$ cat config.mk
export PLATFORM = sky130hd
export DESIGN_NAME = ccc_conn_ctrl
export DESIGN_NICKNAME = d
export VERILOG_FILES = /design/src/ccc_pkg.sv /design/src/ccc_conn_ctrl.sv
export SDC_FILE = /design/constraint.sdc
export NUM_CORES = 1
export LEC_CHECK = 0
export ABC_CLOCK_PERIOD_IN_PS = 3130
export BUFFER_PORTS_ARGS = -buffer_cell sky130_fd_sc_hd__buf_2
export CAP_MARGIN = 25
export CORE_UTILIZATION = 40
export DETAILED_ROUTE_END_ITERATION = 7
export SYNTH_ARGS = -nofsm -noshare
export SYNTH_HDL_FRONTEND = slang
export SYNTH_SLANG_ARGS = --single-unit
$ cat constraint.sdc
create_clock -name hclk -period 3.13 [get_ports hclk]
set_clock_uncertainty 0.15 [all_clocks]
set_input_delay 0.1565 -clock hclk [delete_from_list [all_inputs] [get_ports hclk]]
set_output_delay 0.1565 -clock hclk [all_outputs]
set_load 0.01 [all_outputs]
$ cat src/ccc_pkg.sv
// Package of constants and types for the connection control command block
package ccc_pkg;
   // ==========================================================
   // Register byte offsets
   localparam logic [7:0] CCC_CMD_OFS = 8'h00;
   localparam logic [7:0] CCC_DEST_IP_OFS = 8'h04;
   localparam logic [7:0] CCC_DEST_PORT_OFS = 8'h08;
   localparam logic [7:0] CCC_REPLY_OFS = 8'h0c;
   localparam logic [7:0] CCC_SETTINGS_OFS = 8'h10;
   localparam logic [7:0] CCC_OVERRIDE_OFS = 8'h14;
   localparam logic [7:0] CCC_PEER_IP_SET_OFS = 8'h18;
   localparam logic [7:0] CCC_PEER_PORT_SET_OFS = 8'h1c;
   localparam logic [7:0] CCC_PEER_IP_OVR_OFS = 8'h20;
   localparam logic [7:0] CCC_PEER_PORT_OVR_OFS = 8'h24;
   localparam logic [7:0] CCC_STATUS_OFS = 8'h28;
   localparam logic [7:0] CCC_ACT_IP_OFS = 8'h2c;
   localparam logic [7:0] CCC_ACT_PORT_OFS = 8'h30;
   localparam logic [7:0] CCC_IRQ_STS_OFS = 8'h34;
   localparam logic [7:0] CCC_IRQ_MASK_OFS = 8'h38;

   // ==========================================================
   // Field positions
   localparam int CCC_CMD_HAS_IP_BIT = 4;
   localparam int CCC_CMD_HAS_PORT_BIT = 5;
   localparam int CCC_SET_TCP_BIT = 0;
   localparam int CCC_SET_ROLE_LSB = 1;
   localparam int CCC_SET_AUTO_BIT = 3;
   localparam int CCC_OVR_TCP_BIT = 0;
   localparam int CCC_OVR_TCP_VLD_BIT = 1;
   localparam int CCC_OVR_ROLE_LSB = 2;
   localparam int CCC_OVR_ROLE_VLD_BIT = 4;
   localparam int CCC_REPLY_VLD_BIT = 8;
   localparam int CCC_IRQ_DONE_BIT = 0;
   localparam int CCC_IRQ_OVF_S_BIT = 1;
   localparam int CCC_IRQ_OVF_E_BIT = 2;

   // ==========================================================
   // Reset values and reply characters
   localparam logic [31:0] CCC_IP_RST = 32'h0000_0000;
   localparam logic [15:0] CCC_PORT_RST = 16'h0000;
   localparam logic [7:0] CCC_REPLY_OK = 8'h41;
   localparam logic [7:0] CCC_REPLY_ERR = 8'h43;
   localparam logic [7:0] CCC_REPLY_REJ = 8'h52;
   localparam logic [7:0] CCC_REPLY_RST = 8'h00;

   // ==========================================================
   // Instruction codes, routing roles and stack actions
   typedef enum logic [1:0] {
      CCC_OP_NONE = 2'b00,
      CCC_OP_OPEN = 2'b01,
      CCC_OP_CLOSE = 2'b10,
      CCC_OP_ABORT = 2'b11
   } ccc_op_t;

   typedef enum logic [1:0] {
      CCC_ROLE_SERVER = 2'b00,
      CCC_ROLE_BOTH = 2'b01,
      CCC_ROLE_CLIENT = 2'b10,
      CCC_ROLE_UNUSED = 2'b11
   } ccc_role_t;

   typedef enum logic [2:0] {
      CCC_ACT_NONE = 3'b000,
      CCC_ACT_TCP_SYN = 3'b001,
      CCC_ACT_UDP_ZERO = 3'b010,
      CCC_ACT_TCP_FIN = 3'b011,
      CCC_ACT_TCP_RST = 3'b100,
      CCC_ACT_UDP_DROP = 3'b101
   } ccc_act_t;
endpackage

$ cat src/ccc_conn_ctrl.sv
// Connection control command interpreter with AHB-Lite register slave
//
// The AHB-Lite slave port and the register addresses are this design's own decisions.
`timescale 1ns/100ps
module ccc_conn_ctrl
   import ccc_pkg::*;
#(
   parameter int ADDR_W = 8
) (
   input wire logic hclk,
   input wire logic hresetn,
   input wire logic clk_en,
   input wire logic hsel,
   input wire logic [ADDR_W-1:0] haddr,
   input wire logic [1:0] htrans,
   input wire logic hwrite,
   input wire logic [2:0] hsize,
   input wire logic [31:0] hwdata,
   input wire logic hready,
   output logic hreadyout,
   output logic hresp,
   output logic [31:0] hrdata,
   output logic irq,
   input wire logic link_open,
   input wire logic incoming_accept,
   input wire logic addr_obtained,
   input wire logic ovf_ser_evt,
   input wire logic ovf_eth_evt,
   input wire logic [31:0] peer_ip_actual,
   input wire logic [15:0] peer_port_actual,
   output logic act_valid,
   output logic [2:0] act_op,
   output logic [31:0] act_ip,
   output logic [15:0] act_port,
   output logic led_ovf_ser,
   output logic led_ovf_eth
);
   import ccc_pkg::*;

   // ==========================================================
   // Parameter check
   if (ADDR_W < 8) begin : g_addr_chk
      $error("ccc_conn_ctrl: ADDR_W must be at least 8");
   end

   // ==========================================================
   // State
   typedef struct packed {
      logic dp_wr;
      logic [7:0] dp_addr;
      logic [31:0] rdata;
      logic set_tcp;
      logic [1:0] set_role;
      logic set_auto;
      logic ovr_tcp;
      logic ovr_tcp_vld;
      logic [1:0] ovr_role;
      logic ovr_role_vld;
      logic [31:0] peer_ip_set;
      logic [15:0] peer_port_set;
      logic [31:0] peer_ip_ovr;
      logic [15:0] peer_port_ovr;
      logic [31:0] dest_ip;
      logic [15:0] dest_port;
      logic accepted_since_ovr;
      logic ovf_ser;
      logic ovf_eth;
      logic [7:0] reply;
      logic reply_vld;
      logic [2:0] irq_sts;
      logic [2:0] irq_mask;
      logic act_valid;
      logic [2:0] act_op;
      logic [31:0] act_ip;
      logic [15:0] act_port;
   } ccc_state_t;

   ccc_state_t st_reg;
   ccc_state_t st_next;

   logic addr_ph;
   logic cmd_go;
   ccc_op_t cmd_op;
   logic has_ip;
   logic has_port;
   logic tcp_now;
   logic [1:0] role_now;
   logic bad_fields;
   logic rejected;
   logic [31:0] wdata;
   logic [31:0] rd_mux;

   // ==========================================================
   // Bus decode; the slave never stretches, so every phase is one cycle
   assign hreadyout = 1'b1;
   assign hresp = 1'b0;
   assign addr_ph = hsel & htrans[1] & hready;
   assign wdata = hwdata;
   assign cmd_go = clk_en & st_reg.dp_wr & (st_reg.dp_addr == CCC_CMD_OFS);
   assign cmd_op = ccc_op_t'(wdata[1:0]);
   assign has_ip = wdata[CCC_CMD_HAS_IP_BIT];
   assign has_port = wdata[CCC_CMD_HAS_PORT_BIT];

   // Values in force: a live override beats the stored setting
   assign tcp_now = st_reg.ovr_tcp_vld ? st_reg.ovr_tcp : st_reg.set_tcp;
   assign role_now = st_reg.ovr_role_vld ? st_reg.ovr_role : st_reg.set_role;

   // Field checks: one field alone, or a zero address or port with both fields given, is bad data
   assign bad_fields = (has_ip != has_port)
      | (has_ip & ((st_reg.dest_ip == CCC_IP_RST) | (st_reg.dest_port == CCC_PORT_RST)));

   // Rejection conditions of an open, all judged before any action
   assign rejected = (st_reg.set_auto & ~addr_obtained)
      | link_open
      | (role_now == CCC_ROLE_SERVER);

   // ==========================================================
   // Read mux, sampled in the address phase so data stands in the data phase
   always_comb begin
      rd_mux = 32'h0000_0000;
      unique case (haddr[7:0])
         CCC_DEST_IP_OFS: rd_mux = st_reg.dest_ip;
         CCC_DEST_PORT_OFS: rd_mux = {16'h0000, st_reg.dest_port};
         CCC_REPLY_OFS: rd_mux = {23'h000000, st_reg.reply_vld, st_reg.reply};
         CCC_SETTINGS_OFS: rd_mux = {28'h0000000, st_reg.set_auto, st_reg.set_role,
                                     st_reg.set_tcp};
         CCC_OVERRIDE_OFS: rd_mux = {27'h0000000, st_reg.ovr_role_vld, st_reg.ovr_role,
                                     st_reg.ovr_tcp_vld, st_reg.ovr_tcp};
         CCC_PEER_IP_SET_OFS: rd_mux = st_reg.peer_ip_set;
         CCC_PEER_PORT_SET_OFS: rd_mux = {16'h0000, st_reg.peer_port_set};
         CCC_PEER_IP_OVR_OFS: rd_mux = st_reg.peer_ip_ovr;
         CCC_PEER_PORT_OVR_OFS: rd_mux = {16'h0000, st_reg.peer_port_ovr};
         // Link flag, two overflow flags, address and accept tracking
         CCC_STATUS_OFS: rd_mux = {27'h0000000, st_reg.accepted_since_ovr, addr_obtained,
                                   st_reg.ovf_eth, st_reg.ovf_ser, link_open};
         CCC_ACT_IP_OFS: rd_mux = peer_ip_actual;
         CCC_ACT_PORT_OFS: rd_mux = {16'h0000, peer_port_actual};
         CCC_IRQ_STS_OFS: rd_mux = {29'h00000000, st_reg.irq_sts};
         CCC_IRQ_MASK_OFS: rd_mux = {29'h00000000, st_reg.irq_mask};
         default: rd_mux = 32'h0000_0000;
      endcase
   end

   // ==========================================================
   // Next state
   always_comb begin
      st_next = st_reg;
      st_next.act_valid = 1'b0;
      st_next.dp_wr = addr_ph & hwrite;
      st_next.dp_addr = haddr[7:0];
      if (addr_ph & ~hwrite) begin
         st_next.rdata = rd_mux;
      end

      // Register writes in the data phase; unmapped words are ignored
      if (st_reg.dp_wr) begin
         unique case (st_reg.dp_addr)
            CCC_DEST_IP_OFS: st_next.dest_ip = wdata;
            CCC_DEST_PORT_OFS: st_next.dest_port = wdata[15:0];
            CCC_SETTINGS_OFS: begin
               st_next.set_tcp = wdata[CCC_SET_TCP_BIT];
               st_next.set_role = wdata[CCC_SET_ROLE_LSB +: 2];
               st_next.set_auto = wdata[CCC_SET_AUTO_BIT];
            end
            CCC_OVERRIDE_OFS: begin
               st_next.ovr_tcp = wdata[CCC_OVR_TCP_BIT];
               st_next.ovr_tcp_vld = wdata[CCC_OVR_TCP_VLD_BIT];
               st_next.ovr_role = wdata[CCC_OVR_ROLE_LSB +: 2];
               st_next.ovr_role_vld = wdata[CCC_OVR_ROLE_VLD_BIT];
            end
            CCC_PEER_IP_SET_OFS: st_next.peer_ip_set = wdata;
            CCC_PEER_PORT_SET_OFS: st_next.peer_port_set = wdata[15:0];
            // A peer address or port override write restarts the accept tracking
            CCC_PEER_IP_OVR_OFS: begin
               st_next.peer_ip_ovr = wdata;
               st_next.accepted_since_ovr = 1'b0;
            end
            CCC_PEER_PORT_OVR_OFS: begin
               st_next.peer_port_ovr = wdata[15:0];
               st_next.accepted_since_ovr = 1'b0;
            end
            CCC_IRQ_STS_OFS: st_next.irq_sts = st_reg.irq_sts & ~wdata[2:0];
            CCC_IRQ_MASK_OFS: st_next.irq_mask = wdata[2:0];
            default: st_next.irq_mask = st_reg.irq_mask;
         endcase
      end

      // Instruction execution: answer in one cycle, never wait on the stack
      if (cmd_go) begin
         unique case (cmd_op)
            CCC_OP_OPEN: begin
               if (bad_fields) begin
                  st_next.reply = CCC_REPLY_ERR;
               end else if (rejected) begin
                  st_next.reply = CCC_REPLY_REJ;
               end else begin
                  st_next.reply = CCC_REPLY_OK;
                  st_next.act_valid = 1'b1;
                  st_next.act_op = tcp_now ? CCC_ACT_TCP_SYN : CCC_ACT_UDP_ZERO;
                  if (has_ip) begin
                     st_next.act_ip = st_reg.dest_ip;
                     st_next.act_port = st_reg.dest_port;
                  end else if (st_reg.accepted_since_ovr) begin
                     st_next.act_ip = st_reg.peer_ip_set;
                     st_next.act_port = st_reg.peer_port_set;
                  end else begin
                     st_next.act_ip = st_reg.peer_ip_ovr;
                     st_next.act_port = st_reg.peer_port_ovr;
                  end
               end
            end
            // Close and abort never refuse, even with no link or a passive one
            CCC_OP_CLOSE, CCC_OP_ABORT: begin
               st_next.reply = CCC_REPLY_OK;
               st_next.act_valid = 1'b1;
               st_next.ovf_ser = 1'b0;
               st_next.ovf_eth = 1'b0;
               if (~tcp_now) begin
                  st_next.act_op = CCC_ACT_UDP_DROP;
               end else if (cmd_op == CCC_OP_CLOSE) begin
                  st_next.act_op = CCC_ACT_TCP_FIN;
               end else begin
                  st_next.act_op = CCC_ACT_TCP_RST;
               end
            end
            default: st_next.reply = CCC_REPLY_ERR;
         endcase
         st_next.reply_vld = 1'b1;
         st_next.irq_sts[CCC_IRQ_DONE_BIT] = 1'b1;
      end

      // Hardware events placed last so a set wins over any clear
      if (incoming_accept) begin
         st_next.accepted_since_ovr = 1'b1;
      end
      if (ovf_ser_evt) begin
         st_next.ovf_ser = 1'b1;
         st_next.irq_sts[CCC_IRQ_OVF_S_BIT] = 1'b1;
      end
      if (ovf_eth_evt) begin
         st_next.ovf_eth = 1'b1;
         st_next.irq_sts[CCC_IRQ_OVF_E_BIT] = 1'b1;
      end
   end

   // ==========================================================
   // State register; clock enable low freezes everything
   always_ff @(posedge hclk or negedge hresetn) begin
      if (!hresetn) begin
         st_reg <= '0;
         st_reg.accepted_since_ovr <= 1'b1;
         st_reg.reply <= CCC_REPLY_RST;
      end else if (clk_en) begin
         st_reg <= st_next;
      end
   end

   // ==========================================================
   // Outputs, all from flops except the level interrupt
   assign hrdata = st_reg.rdata;
   assign irq = |(st_reg.irq_sts & st_reg.irq_mask);
   assign act_valid = st_reg.act_valid;
   assign act_op = st_reg.act_op;
   assign act_ip = st_reg.act_ip;
   assign act_port = st_reg.act_port;
   assign led_ovf_ser = st_reg.ovf_ser;
   assign led_ovf_eth = st_reg.ovf_eth;

   logic open_go;
   assign open_go = cmd_go & (cmd_op == CCC_OP_OPEN);
endmodule

==> flow_summary.json, run 1 <==
{
  "status": "finished, final reports clean",
  "slew_viol_final": 0,
  "cp_slowest_stage_delay_ps": 860,
  "ys_seq_elements": 259,
  "cts_max_level": 1,
  "cts_made_buffers": 29,
  "post_cts_buffers": 0,
  "num-fill-cells": 3005,
  "dieArea_mm2": 0.0337,
  "drcViolationCount": 0,
  "drt_iter0_drc": 882,
  "synth.avg_cell_area_um2": 11.2,
  "largest_register_ffs": 173,
  "preCtsSetupSlack_ps": 429,
  "path_max_fanout": 9,
  "syn-cell-area_mm2": 0.0132,
  "fin_crit_sh": 0.966,
  "vias_per_cell": 5.59,
  "arrival_ps": 3320,
  "ios": 193,
  "setup_ws_ps": 106,
  "final_core_util": 0.490,
  "diodes": 0,
  "ys_top_cells_by_area": "dfrtp_1 (49%), mux2_2 (12%), buf_4 (5.4%)",
  "vias": 10177,
  "clock_path_buffers": 3,
  "synth-edff-count": 0,
  "portBuffers": 186,
  "dp_hpwl_um": 27100,
  "p_int_mw": 5.90,
  "p_per_area_mw_per_mm2": 481,
  "setup_tns_ps": 0,
  "root_buffer": "clkbuf_16",
  "drive_gt1_frac": 0.318,
  "synth_top_area_share": 0.490,
  "ys_warn_count": 0,
  "core.rowCount": 66,
  "fin_crit_ps": 3020,
  "start_util": 0.406,
  "ys_seq_area_frac": 0.492,
  "clkSinkCount": 259,
  "swShare": 0.228,
  "synth.most_common_cell": "dfrtp_1",
  "worst_pin_slew_ps": 960,
  "cts_resized": 0,
  "die_y_um": 184,
  "ys.flop_type": "dfrtp_1",
  "sequentialPowerShare": 0.454,
  "cts_tree": "yes",
  "final.hold.worst_slack_ps": 35.0,
  "first_global_vias": 9979,
  "min_delay_path_depth": 5,
  "cts_hold_buf": 87,
  "grt_pass1_wl_um": 60100,
  "antenna_left": 0,
  "start_kind": "input port",
  "antenna_found_initial": 0,
  "fp.coreArea_mm2": 0.0325,
  "pwr-share-comb": 0.074,
  "worstHoldPathType": "in2reg",
  "dr.pass1.iters": 6,
  "synth.distinct_cells": 72,
  "worstPathCellList": "dlygate4sd3_1 -> buf_2 -> nor4_2 -> and2_1 -> buf_4 -> a222oi_1 -> o2111ai_1 -> a211oi_1 -> dlygate4sd3_1 -> a21oi_1",
  "yosys.area.top_type": "dfrtp_1",
  "routed_wl_um": 39900,
  "rr_worst_depth": 6,
  "place.gp.congestion": 0.903,
  "vdd_drop_max_v": 0.000380,
  "worstSetupPathType": "in2reg",
  "fin_nets": 1464,
  "finalPower_mw": 7.65,
  "grt_start_max_net_pins": 104,
  "track_usage": 0.235,
  "ys_top_cells_by_count": "dfrtp_1 (258), mux2_2 (137), nand2_1 (102)",
  "synth_cells": 1182,
  "slew_headroom": 0.355,
  "synthArstFlopShare": 1.00,
  "postSynthNetCount": 1286,
  "critPathCaptureType": "flip-flop",
  "area_growth_pct": 20.5,
  "clkTransAtPathRegs_ps": 60,
  "worstSkewPairLatency_ps": 550,
  "setup-violations-final": 0,
  "clkPwrFrac": 0.472,
  "p_leak_nw": 8.01,
  "final-hold-violation-count": 0,
  "die_w_um": 184,
  "cp.required_ps": 3430,
  "wire_per_inst_um": 21.9,
  "clock.fmax_mhz": 331,
  "overflow": 0,
  "max_cap_violations": 0,
  "switchingPower_mw": 1.75,
  "path_common_cell": "dlygate4sd3_1",
  "cp_slowest_cell": "nor4_2",
  "rsz0062_at_grt": "no"
}
## metrics by stage
stage               cell area (um^2)  instances
finish                         15900       1821
global route                   15900       1821
CTS                            15900       1821
detailed placement             14000       1684
global placement               14000       1684
floorplan                      13200       1182
## kinds of logic (layout without fill, tap and decap cells)
group                  count (synthesis)  in the layout  share of synthesized area
and+or+nand+nor                      264            264                      0.104
DFF                                  259            259                      0.492
AOI/OAI and AO/OA                    256            256                      0.129
muxes                                230            230                      0.193
buffers and inverters                171            368                     0.0827
other                                  2              2                   0.000569
## final timing paths
path | start | end | slack, ps
max reg2reg | st_reg[104] | act_ip[13] | 370
max | haddr[4] | hrdata[3] | 110
min in group asynchronous | hresetn | act_port[10] | 50
max in group asynchronous | hresetn | hrdata[3] | 1870
min reg2reg | hrdata[10] | hrdata[10] | 320
min | peer_ip_actual[8] | hrdata[8] | 40
## power groups by stage
stage	Clock, mW	Sequential, mW	Combinational (mW)
CTS	3.68	3.47	0.564
global route	3.83	3.48	0.609
global placement	0	3.53	0.476
floorplan	0	3.51	0.256
detailed placement	0	3.53	0.481
finish	3.61	3.47	0.562
## worst max-delay path: cells and delay by family
kind	cells	cell delay [ps]
AO/OA/AOI/OAI	4	480
buffers and inverters	4	1550
AND/OR/NAND/NOR	2	1130
## cells in the final DEF, fill, tap and decap left out, types with 17 or more instances in the layout
cell type / Yosys / routed
dlygate4sd3_1: 0 / 87
a21o_1: 17 / 17
nand2_1: 102 / 102
a21oi_1: 73 / 73
mux2i_1: 58 / 58
clkbuf_16: 0 / 29
a222oi_1: 31 / 31
o21ai_1: 60 / 60
mux2_2: 137 / 137
buf_4: 94 / 34
nor2_1: 80 / 80
buf_2: 29 / 184
dfrtp_1: 258 / 258
mux2_1: 33 / 33
## layer usage
| layer | GRT usage | up-vias | routed length, um |
|---|---|---|---|
| li1 | - | 4581 | - |
| met1 | 0.323 | 5101 | 17500 |
| met2 | 0.371 | 427 | 18200 |
| met3 | 0.0450 | 68 | 2910 |
| met4 | 0.0830 | 0 | 1250 |
| met5 | 0 | - | 0 |
## cell type report
class,count,area [um^2],area share
clock buffers,43,838,0.0528
clock inverters,7,166,0.0105
inverters,5,18.8,0.00118
multi-input cells,752,5630,0.354
flip-flops and latches,259,6480,0.408
well taps,442,553,0.0348
repair buffers,313,2200,0.139
(Power assumes the default switching activity.)
==> run 2, diff against run 1 <==
--- a/config.mk
+++ b/config.mk
@@ -10,6 +10,8 @@
 export CAP_MARGIN = 25
 export CORE_UTILIZATION = 40
 export DETAILED_ROUTE_END_ITERATION = 7
+export RECOVER_POWER = 100
+export SKIP_LAST_GASP = 1
 export SYNTH_ARGS = -nofsm -noshare
 export SYNTH_HDL_FRONTEND = slang
 export SYNTH_SLANG_ARGS = --single-unit
==> run 2 against run 1 <==
Compared with the run above:
- the run now ends with capacitance limit, slew limit left
- sequential power about the same
- first-iteration DRC count increased by 6.7%
- via count fell by 0.22%
- non-clock buffer count stayed put
- largest cell class unchanged
- largest power group unchanged
==> flow_summary.json, run 2 (synthesized netlist as in run 1, its figures left out) <==
{
  "max_cap_violations": 1,
  "num-fill-cells": 3051,
  "fin_crit_sh": 0.974,
  "final.hold.worst_slack_ps": 38.9,
  "antenna_left": 0,
  "largest_register_ffs": 173,
  "portBuffers": 186,
  "die_y_um": 184,
  "ios": 193,
  "fp.coreArea_mm2": 0.0325,
  "antenna_found_initial": 0,
  "setup_ws_ps": 82.7,
  "path_max_fanout": 16,
  "track_usage": 0.235,
  "first_global_vias": 9979,
  "dp_cells": 1684,
  "clock_path_buffers": 3,
  "final_common_cell": "dfrtp_1",
  "start_kind": "input port",
  "drt_iter0_drc": 941,
  "clock.fmax_mhz": 328,
  "wire_per_inst_um": 22.0,
  "ff_latch_area_mm2": 0.00648,
  "cp_slowest_cell": "nor4_2",
  "cts_tree": "yes",
  "arrival_ps": 3370,
  "finalPower_mw": 7.64,
  "cts_resized": 0,
  "dr.pass1.iters": 6,
  "worst_pin_slew_ps": 2100,
  "worstHoldPathType": "in2reg",
  "grt_start_max_net_pins": 104,
  "worstPathCellList": "dlygate4sd3_1 -> buf_2 -> nor4_2 -> and2_0 -> clkbuf_1 -> a222oi_1 -> a21oi_1 -> a21o_1",
  "core.rowCount": 66,
  "drcViolationCount": 0,
  "final_cells": 1821,
  "violations": "capacitance limit, slew limit",
  "p_per_area_mw_per_mm2": 486,
  "start_util": 0.406,
  "final-hold-violation-count": 0,
  "drive_gt1_frac": 0.249,
  "cts_made_buffers": 29,
  "cts_max_level": 1,
  "routed_wl_um": 40000,
  "dieArea_mm2": 0.0337,
  "status": "finished, violations left",
  "fin_nets": 1464,
  "fin_crit_ps": 3050,
  "multiInputGateArea_mm2": 0.00561,
  "rsz0062_at_grt": "no",
  "place.gp.congestion": 0.903,
  "worstSkewPairLatency_ps": 550,
  "overflow": 0,
  "vdd_drop_max_v": 0.000377,
  "die_w_um": 184,
  "mostFrequentLayoutCells": "dfrtp_1 (258), mux2_2 (137), nand2_1 (102)",
  "worstSetupPathType": "in2reg",
  "dp_hpwl_um": 27100,
  "grt_pass1_wl_um": 60100,
  "p_leak_nw": 7.65,
  "vias": 10155,
  "critPathCaptureType": "flip-flop",
  "area_growth_pct": 19.0,
  "preCtsSetupSlack_ps": 429,
  "cp.required_ps": 3450,
  "clkSinkCount": 259,
  "slew_viol_final": 77,
  "setup_tns_ps": 0,
  "cp_slowest_stage_delay_ps": 850,
  "diodes": 0,
  "setup-violations-final": 0,
  "slew_headroom": -0.403,
  "vias_per_cell": 5.58,
  "root_buffer": "clkbuf_16",
  "clkTransAtPathRegs_ps": 60
}
## run 2: changes by cell type in the layout (fill, tap and decap cells not counted), sizes merged
cell	delta
clkbuf	+102
buf	-102
## run 2: final cells by class
| class | instances | share of cell area |
|---|---|---|
| sequential | 259 | 0.413 |
| clock buffer | 43 | 0.0534 |
| multi-input combinational | 752 | 0.357 |
| tap | 442 | 0.0352 |
| timing repair buffer | 313 | 0.129 |
| inverter | 5 | 0.00120 |
| clock inverter | 7 | 0.0106 |
## run 2: layer usage
layer / global-route usage / wire length (um) / vias up
li1: - / - / 4572
met1: 0.323 / 17600 / 5120
met2: 0.371 / 18400 / 393
met3: 0.0450 / 2860 / 70
met4: 0.0830 / 1260 / 0
met5: 0 / 0 / -
## run 2: final timing paths
check	slack [ps]	cells after the start	start	end
worst max-delay path	80	8	haddr[4]	hrdata[31]
worst min-delay path	40	5	peer_ip_actual[8]	hrdata[8]
worst max register to register	140	6	st_reg[86]	act_ip[19]
worst min register to register	330	1	hrdata[27]	hrdata[27]
max in group asynchronous	520	3	hresetn	hrdata[3]
min in group asynchronous	620	2	hresetn	act_port[10]
## run 2: worst max-delay path, delay by kind of cell
family,cells,cell delay [ps]
AND/OR/NAND/NOR,2,1110
AO/OA/AOI/OAI,3,600
buffers and inverters,3,1500
## run 2: metrics by stage
| step | util | area (um^2) |
|---|---|---|
| floorplan | - | 13200 |
| global placement | 0.432 | 14000 |
| detailed placement | 0.432 | 14000 |
| CTS | 0.490 | 15900 |
| global route | 0.484 | 15700 |
| finish | 0.484 | 15700 |
## run 2: repair_timing
action                                 CTS  global route
hold buffers                            87             0
setup buffers                            0             0
endpoints found under the hold margin  427             0
## run 2: power by group
part | internal [mW] | leakage [nW] | switching, mW
sequential | 3.41 | 3.55 | 0.0602
clock | 2.25 | 0.491 | 1.36
combinational | 0.230 | 3.61 | 0.321
total | 5.89 | 7.65 | 1.74
==> run 3, diff against run 2 <==
--- a/config.mk
+++ b/config.mk
@@ -11,6 +11,7 @@
 export CORE_UTILIZATION = 40
 export DETAILED_ROUTE_END_ITERATION = 7
 export RECOVER_POWER = 100
+export REMOVE_ABC_BUFFERS = 1
 export SKIP_LAST_GASP = 1
 export SYNTH_ARGS = -nofsm -noshare
 export SYNTH_HDL_FRONTEND = slang
==> run 3 against run 2 <==
Compared with the run above:
- the run still ends with capacitance limit, slew limit left
- power is 0.36% lower
- global-route usage barely moved
- fmax grew 2.9%
- critical endpoint is now hrdata[12]
- critical path type unchanged
==> flow_summary.json, run 3 (synthesized netlist as in run 1, its figures left out) <==
{
  "status": "finished, violations left",
  "violations": "capacitance limit, slew limit",
  "finalPower_mw": 7.61,
  "grt_start_max_net_pins": 76,
  "place.gp.congestion": 0.863,
  "die_w_um": 184,
  "clkTransAtPathRegs_ps": 60,
  "rsz0062_at_grt": "no",
  "ios": 193,
  "dr.pass1.iters": 5,
  "slew_headroom": -0.341,
  "vias_per_cell": 5.53,
  "clock.fmax_mhz": 338,
  "cts_tree": "yes",
  "fin_crit_ps": 2960,
  "setup-violations-final": 0,
  "worstSetupPathType": "in2reg",
  "path_common_cell": "dlygate4sd3_1",
  "vdd_drop_max_v": 0.000453,
  "overflow": 0,
  "dp_cells": 1681,
  "fp.coreArea_mm2": 0.0325,
  "root_buffer": "clkbuf_16",
  "slew_viol_final": 74,
  "final_common_cell": "dfrtp_1",
  "track_usage": 0.236,
  "clkSinkCount": 259,
  "wire_per_inst_um": 21.9,
  "clock_path_buffers": 3,
  "core.rowCount": 66,
  "worstHoldPathType": "in2reg",
  "dpl_cell_area_mm2": 0.0140,
  "fin_nets": 1461,
  "route.met3.wl_um": 2680,
  "cp.required_ps": 3470,
  "worst_pin_slew_ps": 2010,
  "route.met2.wl_um": 18700,
  "setup_tns_ps": 0,
  "top_layer": "met5",
  "first_global_vias": 10198,
  "worstSkewPairLatency_ps": 560,
  "critPathCaptureType": "flip-flop",
  "antenna_found_initial": 2,
  "worstPathCellList": "dlygate4sd3_1 -> buf_2 -> or4b_1 -> nor2_1 -> buf_12 -> a222oi_1 -> nand2_1 -> o22a_1 -> dlygate4sd3_1",
  "cp_slowest_stage_delay_ps": 890,
  "cp_slowest_cell": "or4b_1",
  "routed_wl_um": 39800,
  "setup_ws_ps": 167,
  "portBuffers": 186,
  "drt_iter0_drc": 808,
  "final.hold.worst_slack_ps": 24.4,
  "drcViolationCount": 0,
  "fin_crit_sh": 0.947,
  "start_util": 0.406,
  "largest_register_ffs": 173,
  "p_per_area_mw_per_mm2": 484,
  "grt_pass1_wl_um": 60400,
  "dieArea_mm2": 0.0337,
  "arrival_ps": 3300,
  "cts_made_buffers": 29,
  "final_cells": 1823,
  "mostFrequentLayoutCells": "dfrtp_1 (258), mux2_2 (137), nand2_1 (102)",
  "die_y_um": 184,
  "cts_max_level": 1,
  "fin_area_mm2": 0.0157,
  "drive_gt1_frac": 0.250,
  "wl_met1_um": 17200,
  "preCtsSetupSlack_ps": 401,
  "vias": 10085,
  "start_kind": "input port",
  "path_max_fanout": 19,
  "cts_resized": 0,
  "area_growth_pct": 19.2,
  "final-hold-violation-count": 0,
  "final_core_util": 0.484,
  "p_leak_nw": 7.65,
  "max_cap_violations": 1,
  "dp_hpwl_um": 25900,
  "antenna_left": 0
}
[run 3: path summary, 6_finish.rpt]
check                                  start     endpoint  slack (ps)  depth (start not counted)
hold / removal             peer_ip_actual[7]    hrdata[7]          20                          5
min in group asynchronous            hresetn    act_op[2]         570                          2
setup / recovery                    haddr[7]   hrdata[12]         170                          9
hold reg to reg                   hrdata[22]   hrdata[22]         320                          1
setup reg to reg                 st_reg[263]  st_reg[156]         370                          6
max in group asynchronous            hresetn   hrdata[22]         600                          3
[run 3: layer usage]
| layer | up-vias | track usage |
|---|---|---|
| met5 | - | 0 |
| met4 | 2 | 0.0830 |
| li1 | 4577 | - |
| met3 | 89 | 0.0426 |
| met1 | 5023 | 0.310 |
| met2 | 394 | 0.390 |
[run 3: layout make-up]
cell class                 instances  area [um^2]
antenna                            1         2.50
clock buffer                      40          817
clock inverter                    14          181
fill                            3025        16700
inverter                           5         18.8
multi-input combinational        752         5610
sequential                       259         6480
tap                              442          553
timing repair buffer             310         2060
[run 3: worst max-delay path: cells and delay by family]
family                 cells  cell delay (ps)
buffers and inverters      4             1510
AO/OA/AOI/OAI              2              230
AND/OR/NAND/NOR            3             1400
[run 3: where the power goes]
group	total (mW)	internal [mW]	switching [mW]
logic	0.554	0.231	0.323
clock network	3.58	2.15	1.43
registers	3.47	3.41	0.0600
[run 3: what timing repair did]
| action | CTS | global route |
|---|---|---|
| hold buffers | 86 | 1 |
| endpoints found under the hold margin | 407 | 1 |
| setup buffers | 0 | 0 |
